--- src/ioc_defs.svh ---
// Register offsets, field positions, reset values and timing counts for the irq output stage
`ifndef IOC_DEFS_SVH
`define IOC_DEFS_SVH
`define IOC_OFS_IDENT 8'h50
`define IOC_OFS_CFG 8'h54
`define IOC_OFS_STS 8'h58
`define IOC_OFS_EN 8'h5C
`define IOC_CFG_HOLD_HI 31
`define IOC_CFG_HOLD_LO 24
`define IOC_CFG_RESTART 14
`define IOC_CFG_ACTIVE 13
`define IOC_CFG_MASTER 12
`define IOC_CFG_OUT_EN 8
`define IOC_CFG_POL 4
`define IOC_CFG_TYPE 0
`define IOC_STS_PWR_BIT 17
`define IOC_STS_RST 32'h00000000
`define IOC_EN_RST 32'h00000000
`define IOC_STS_MASK 32'h83BF0000
`define IOC_CLK_MHZ 200
`define IOC_TICK_US 10
`define IOC_TICK_CYC (`IOC_TICK_US * `IOC_CLK_MHZ)
`define IOC_ID_DEFAULT 16'h5A5A
`define IOC_REV_DEFAULT 16'h0001
`endif

--- src/ioc_pkg.sv ---
// Types shared by the irq output stage modules
package ioc_pkg;
    typedef enum logic [1:0] {
        IOC_IDLE,
        IOC_ASSERTED,
        IOC_HOLDOFF
    } ioc_state_t;
endpackage : ioc_pkg

--- src/ioc_tick_if.sv ---
// Carrier between the holdoff timer and the prescaler
interface ioc_tick_if;
    logic restart;
    logic tick;
    modport ctl (output restart, input tick);
    modport pre (input restart, output tick);
endinterface : ioc_tick_if

--- src/ioc_prescaler.sv ---
// Divides the core clock down to the 10 us holdoff tick
`include "ioc_defs.svh"
module ioc_prescaler
    import ioc_pkg::*;
(
    input wire logic mclk, // core clock
    input wire logic rst, // sync reset
    ioc_tick_if.pre tk // restart in, tick out
);
    logic [15:0] cnt_r;

    always_ff @(posedge mclk) begin
        if (rst || tk.restart) begin
            cnt_r <= 16'h0000;
            tk.tick <= 1'b0;
        end else if (cnt_r == 16'(`IOC_TICK_CYC - 1)) begin
            cnt_r <= 16'h0000;
            tk.tick <= 1'b1;
        end else begin
            cnt_r <= cnt_r + 16'h0001;
            tk.tick <= 1'b0;
        end
    end
endmodule : ioc_prescaler

--- src/ioc_irq_output.sv ---
// Interrupt output stage: config, status, enable, identity and request pin
// =====================================================================
`include "ioc_defs.svh"
module ioc_irq_output
    import ioc_pkg::*;
#(
    parameter logic [15:0] CHIP_ID = `IOC_ID_DEFAULT, // arbitrary value
    parameter logic [15:0] CHIP_REV = `IOC_REV_DEFAULT // arbitrary value
) (
    input wire logic mclk, // core clock
    input wire logic rst, // system or power-on reset
    input wire logic soft_rst, // software reset
    input wire logic reg_cs, // register access strobe
    input wire logic reg_we, // write when high
    input wire logic [7:0] reg_addr, // byte offset
    input wire logic [31:0] reg_wdata, // write data
    output logic [31:0] reg_rdata, // registered read data
    input wire logic [31:0] int_event, // source event pulses
    output logic irq_o, // request pin output level
    output logic irq_oe // request pin output enable
);
    // =================================================================
    // Registers
    logic [31:0] sts_r;
    logic [31:0] en_r;
    logic [7:0] holdoff_interval_r;
    logic out_en_r;
    logic request_pin_polarity_r;
    logic buf_push_pull_r;
    logic [7:0] hold_cnt_r;
    logic holdoff_active_r;
    logic rst_any;
    logic wr_cfg;
    logic wr_sts;
    logic wr_en;
    logic holdoff_restart;
    logic master_req;
    logic pwr_req;
    logic gen_req;
    logic pin_req_nxt;
    ioc_state_t state_r;
    ioc_tick_if tk ();

    assign rst_any = rst || soft_rst;
    assign wr_cfg = reg_cs && reg_we && (reg_addr == `IOC_OFS_CFG);
    assign wr_sts = reg_cs && reg_we && (reg_addr == `IOC_OFS_STS);
    assign wr_en = reg_cs && reg_we && (reg_addr == `IOC_OFS_EN);
    assign holdoff_restart = wr_cfg && reg_wdata[`IOC_CFG_RESTART];

    // =================================================================
    // Status and enable
    always_ff @(posedge mclk) begin
        if (rst_any) begin
            sts_r <= `IOC_STS_RST;
        end else begin
            // Set wins over a same-cycle clear
            sts_r <= ((sts_r & ~(wr_sts ? reg_wdata : 32'h00000000)) | int_event)
                     & `IOC_STS_MASK;
        end
    end

    always_ff @(posedge mclk) begin
        if (rst_any) begin
            en_r <= `IOC_EN_RST;
        end else if (wr_en) begin
            en_r <= reg_wdata & `IOC_STS_MASK;
        end
    end

    assign master_req = |(sts_r & en_r);
    assign pwr_req = sts_r[`IOC_STS_PWR_BIT] && en_r[`IOC_STS_PWR_BIT];
    assign gen_req = |(sts_r & en_r & ~(32'h1 << `IOC_STS_PWR_BIT));

    // =================================================================
    // Configuration
    always_ff @(posedge mclk) begin
        if (rst_any) begin
            holdoff_interval_r <= 8'h00;
            out_en_r <= 1'b0;
        end else if (wr_cfg) begin
            holdoff_interval_r <= reg_wdata[`IOC_CFG_HOLD_HI:`IOC_CFG_HOLD_LO];
            out_en_r <= reg_wdata[`IOC_CFG_OUT_EN];
        end
    end

    // Only hard reset touches pin style, so soft reset cannot glitch it
    always_ff @(posedge mclk) begin
        if (rst) begin
            request_pin_polarity_r <= 1'b0;
            buf_push_pull_r <= 1'b0;
        end else if (wr_cfg) begin
            request_pin_polarity_r <= reg_wdata[`IOC_CFG_POL];
            buf_push_pull_r <= reg_wdata[`IOC_CFG_TYPE];
        end
    end

    // =================================================================
    // Holdoff sequencing
    ioc_prescaler u_pre (
        .mclk(mclk),
        .rst(rst_any),
        .tk(tk.pre)
    );

    always_ff @(posedge mclk) begin
        if (rst_any) begin
            state_r <= IOC_IDLE;
            hold_cnt_r <= 8'h00;
            holdoff_active_r <= 1'b0;
        end else if (holdoff_interval_r == 8'h00) begin
            state_r <= gen_req ? IOC_ASSERTED : IOC_IDLE;
            hold_cnt_r <= 8'h00;
            holdoff_active_r <= 1'b0;
        end else if (holdoff_restart) begin
            state_r <= IOC_HOLDOFF;
            hold_cnt_r <= 8'h00;
            holdoff_active_r <= 1'b1;
        end else begin
            case (state_r)
                IOC_IDLE: begin
                    if (gen_req) begin
                        state_r <= IOC_ASSERTED;
                    end
                end
                IOC_ASSERTED: begin
                    if (!gen_req) begin
                        state_r <= IOC_HOLDOFF;
                        hold_cnt_r <= 8'h00;
                        holdoff_active_r <= 1'b1;
                    end
                end
                IOC_HOLDOFF: begin
                    if (tk.tick) begin
                        if (hold_cnt_r + 8'h01 >= holdoff_interval_r) begin
                            state_r <= gen_req ? IOC_ASSERTED : IOC_IDLE;
                            hold_cnt_r <= 8'h00;
                            holdoff_active_r <= 1'b0;
                        end else begin
                            hold_cnt_r <= hold_cnt_r + 8'h01;
                        end
                    end
                end
                default: begin
                    state_r <= IOC_IDLE;
                    holdoff_active_r <= 1'b0;
                end
            endcase
        end
    end

    // Restart the prescaler with each interval so its length is exact
    assign tk.restart = holdoff_restart
                        || (state_r == IOC_ASSERTED && !gen_req)
                        || (holdoff_interval_r == 8'h00);

    // =================================================================
    // Request pin
    // Pin level is registered once only, so a request shows two edges after its event
    assign pin_req_nxt = out_en_r && (pwr_req || (gen_req && !holdoff_active_r));

    always_ff @(posedge mclk) begin
        if (rst) begin
            irq_o <= 1'b0;
            irq_oe <= 1'b0;
        end else if (buf_push_pull_r) begin
            irq_oe <= 1'b1;
            irq_o <= request_pin_polarity_r ? pin_req_nxt : !pin_req_nxt;
        end else begin
            irq_oe <= pin_req_nxt;
            irq_o <= 1'b0;
        end
    end

    // =================================================================
    // Read path
    always_ff @(posedge mclk) begin
        if (rst) begin
            reg_rdata <= 32'h00000000;
        end else if (reg_cs && !reg_we) begin
            case (reg_addr)
                `IOC_OFS_IDENT: reg_rdata <= {CHIP_ID, CHIP_REV};
                `IOC_OFS_CFG: reg_rdata <= {holdoff_interval_r, 9'h000, 1'b0,
                                            holdoff_active_r, master_req, 3'h0, out_en_r,
                                            3'h0, request_pin_polarity_r, 3'h0,
                                            buf_push_pull_r};
                `IOC_OFS_STS: reg_rdata <= sts_r;
                `IOC_OFS_EN: reg_rdata <= en_r;
                default: reg_rdata <= 32'h00000000;
            endcase
        end
    end
endmodule : ioc_irq_output

--- config.mk ---
export PLATFORM = sky130hd
export DESIGN_NAME = ioc_irq_output
export DESIGN_NICKNAME = d
export VERILOG_FILES = /design/src/ioc_pkg.sv /design/src/ioc_tick_if.sv /design/src/ioc_prescaler.sv /design/src/ioc_irq_output.sv
export VERILOG_INCLUDE_DIRS = /design/src
export SDC_FILE = /design/constraint.sdc
export NUM_CORES = 1
export LEC_CHECK = 0
export BUFFER_PORTS_ARGS = -buffer_cell sky130_fd_sc_hd__buf_4
export CELL_PAD_IN_SITES_DETAIL_PLACEMENT = 2
export CELL_PAD_IN_SITES_GLOBAL_PLACEMENT = 2
export CORE_UTILIZATION = 32
export CTS_CLUSTER_SIZE = 40
export DETAILED_ROUTE_END_ITERATION = 10
export PLACE_DENSITY_LB_ADDON = 0.05
export SYNTH_ARGS = -nofsm -noshare
export SYNTH_HDL_FRONTEND = slang
export SYNTH_SLANG_ARGS = --single-unit
--- constraint.sdc ---
create_clock -name mclk -period 5.7 [get_ports mclk]
set_input_delay 0.285 -clock mclk [delete_from_list [all_inputs] [get_ports mclk]]
set_output_delay 0.285 -clock mclk [all_outputs]
set_load 0.05 [all_outputs]
==> flow_metrics.env <==
export IMPL_status="completed"
export IMPL_route_antenna_remaining_nets=0
export IMPL_nets=601
export IMPL_ys_flop_type="dfxtp_1"
export IMPL_crit_path_end_kind="register"
export IMPL_async_flop_share_pct=0
export IMPL_cts_hold_buf=0
export IMPL_peakVddDrop_uv=112
export IMPL_n_fill_cell=1337
export IMPL_busiest_layer="met2"
export IMPL_grt_max_degree=29
export IMPL_area_growth_syn_to_layout_pct=20.2
export IMPL_vias=3432
export IMPL_timing_fmax_mhz=333
export IMPL_wl_per_cell_um=16.9
export IMPL_p_leak_nw=1.74
export IMPL_num_rows=40
export IMPL_drv_slew=0
export IMPL_wl_um=11300
export IMPL_post_cts_buffers=0
export IMPL_layout_drive_gt1_share_pct=17.9
export IMPL_cts_sinks=82
export IMPL_critPathArrivalTime_ns=3.22
export IMPL_root_buffer="clkbuf_16"
export IMPL_vias_per_cell=5.15
export IMPL_seq_area_frac_synth_pct=41.9
export IMPL_dr_first_iter_drc_count=86
export IMPL_route_detailed_drc=0
export IMPL_start_util_pct=32.8
export IMPL_synth_edff_count=0
export IMPL_grt_pass1_wl_um=18300
export IMPL_clock_latency_ns=0.34
export IMPL_first_pass_iters=4
export IMPL_ys_ff_latch=82
export IMPL_maxCapViolCount=0
export IMPL_cts_tree="built"
export IMPL_gr_total_overflow=0
export IMPL_ys_types=53
export IMPL_rsz0062_at_grt="false"
export IMPL_skew_ns=0.00536
export IMPL_slew_headroom_pct=28.4
export IMPL_cts_buffer_depth=2
export IMPL_io_pins=111
export IMPL_period_needed_ns=3.00
export IMPL_die_width_um=113
export IMPL_critPathKind="register to register"
export IMPL_setup_viol=0
export IMPL_power_per_cell_area_nw_per_um2=250
export IMPL_ys_warn_count=0
export IMPL_grt_use_met1_pct=22.9
export IMPL_dieArea_um2=12700
export IMPL_startpoint_type="register"
export IMPL_cts_buffers=9
export IMPL_holdCritStartpoint="int_event[18]"
export IMPL_synthesis_area_um2=3920
export IMPL_cts_repair_resized=0
export IMPL_syn_inst=462
export IMPL_antenna_found_initial=0
export IMPL_r2r_start="hold_cnt_r[0]$_SDFFE_PP0P_"
export IMPL_startpoint="hold_cnt_r[0]$_SDFFE_PP0P_"
export IMPL_grt_use_met2_pct=32.3
export IMPL_worst_path_max_fanout=15
export IMPL_antenna_cells=0
export IMPL_track_usage_pct=18.5
export IMPL_worst_pin_slew_ns=1.07
export IMPL_gp_congestion=0.740
export IMPL_use_met3_pct=3.05
export IMPL_finalPower_w=0.00118
export IMPL_setup_tns_final_ns=0
export IMPL_avgSynthCellArea_um2=8.49
export IMPL_final_hold_viol_count=0
export IMPL_hp_class="primary input to register"
export IMPL_grt_pass1_vias=3555
export IMPL_fp_coreArea_um2=12000
export IMPL_io_buffers=64
export IMPL_path_clk_slew_ns=0.06
export IMPL_required_ns=5.92
export IMPL_finalCritPeriodShare_pct=52.7
export IMPL_die_y_um=113
export IMPL_hpwl_um=8270
export IMPL_htreeDepth=3
## state kept, by name, summed over array words and instances, names as in the netlist
name and flops:
out_en_r 1, holdoff_interval_r 8, buf_push_pull_r 1, request_pin_polarity_r 1
holdoff_active_r 1, u_pre.cnt_r 16, irq_oe 1, hold_cnt_r 8
state_r 2, u_pre.tk.tick 1, irq_o 1, sts_r 10
en_r 10, reg_rdata 21
## through the flow
step	cell area [µm²]	worst slack (ns)	utilization (%)	hold slack, ns	std cells
final	4710	2.70	39.4	0.151	666
after global routing	4710	2.46	39.4	0.145	666
after CTS	4710	2.64	39.4	0.140	666
after detailed placement	4450	2.65	37.2	0.448	650
after global placement	4450	2.79	37.2	0.442	650
after floorplan	3960	3.26	-	0.409	472
## kinds of logic (layout without fill, tap and decap cells)
| group | Yosys count | in the layout | share of synthesized area (%) |
|---|---|---|---|
| simple gates | 186 | 186 | 22.4 |
| xor+xnor | 21 | 21 | 4.69 |
| fa+ha+maj | 10 | 10 | 3.19 |
| other cells | 1 | 11 | 0.0956 |
| compound gates | 96 | 96 | 16.8 |
| flops | 82 | 82 | 41.9 |
| mux | 19 | 19 | 5.07 |
| buf+inv | 47 | 94 | 5.84 |
## cells in the final DEF, fill, tap and decap left out, types with 12 or more instances in the layout
cell type  instances
a21boi_0          15
a21oi_1           29
buf_4             66
dfxtp_1           82
inv_1             12
mux2i_1           12
nand2_1           64
nand3_1           16
nor2_1            52
o21a_1            12
## worst max-delay path, cell delays in order (launching register included)
cell and delay [ns]:
dfxtp_1 0.43, nand3_1 0.23, nor3_1 0.33, xor2_1 0.26, ha_1 0.29, a211oi_1 0.24
o211a_1 0.18, o31a_1 0.47, nor4_1 0.15, mux2_2 0.29
## cell type report
| cell class | count | area, µm² | share of cell area [%] |
|---|---|---|---|
| multi-input combinational | 343 | 2090 | 44.3 |
| sequential | 82 | 1640 | 34.8 |
| timing repair buffer | 66 | 495 | 10.5 |
| clock buffer | 14 | 244 | 5.18 |
| tap | 147 | 184 | 3.90 |
| inverter | 12 | 45.0 | 0.956 |
| clock inverter | 2 | 13.8 | 0.292 |
## worst paths after layout
check                                             endpoint  slack (ns)  cells after the start
worst max register to register     state_r[0]$_SDFFE_PP0P_        2.70                      9
worst min-delay path                  sts_r[18]$_SDFF_PP0_        0.15                      2
worst max-delay path               state_r[0]$_SDFFE_PP0P_        2.70                      9
worst min register to register  reg_rdata[28]$_SDFFE_PP0P_        0.45                      2
## synth_stat cells, types with 11 or more instances
master | number | share of area (%)
nand2_1 | 64 | 6.1
a21boi_0 | 15 | 2.9
a22oi_1 | 11 | 2.1
nor2_1 | 52 | 5.0
nand3_1 | 16 | 2.0
inv_1 | 12 | 1.1
dfxtp_1 | 82 | 42
mux2i_1 | 12 | 3.1
buf_4 | 11 | 2.1
a21oi_1 | 29 | 3.7
xnor2_1 | 11 | 2.5
o21a_1 | 12 | 2.3
clkbuf_1 | 16 | 1.5
## metal layers
layer	share of wire, %	vias to the layer above
met5	0	-
met1	46	1668
li1	-	1698
met3	3.2	10
met2	49	56
met4	1.4	0
## power breakdown
part / switching, W / internal, W / total (W)
Combinational: 0.0000446 / 0.0000257 / 0.0000703
Clock: 0.000230 / 0.000296 / 0.000526
Sequential: 0.00000325 / 0.000577 / 0.000580
Power figures use the tool's default switching activity.
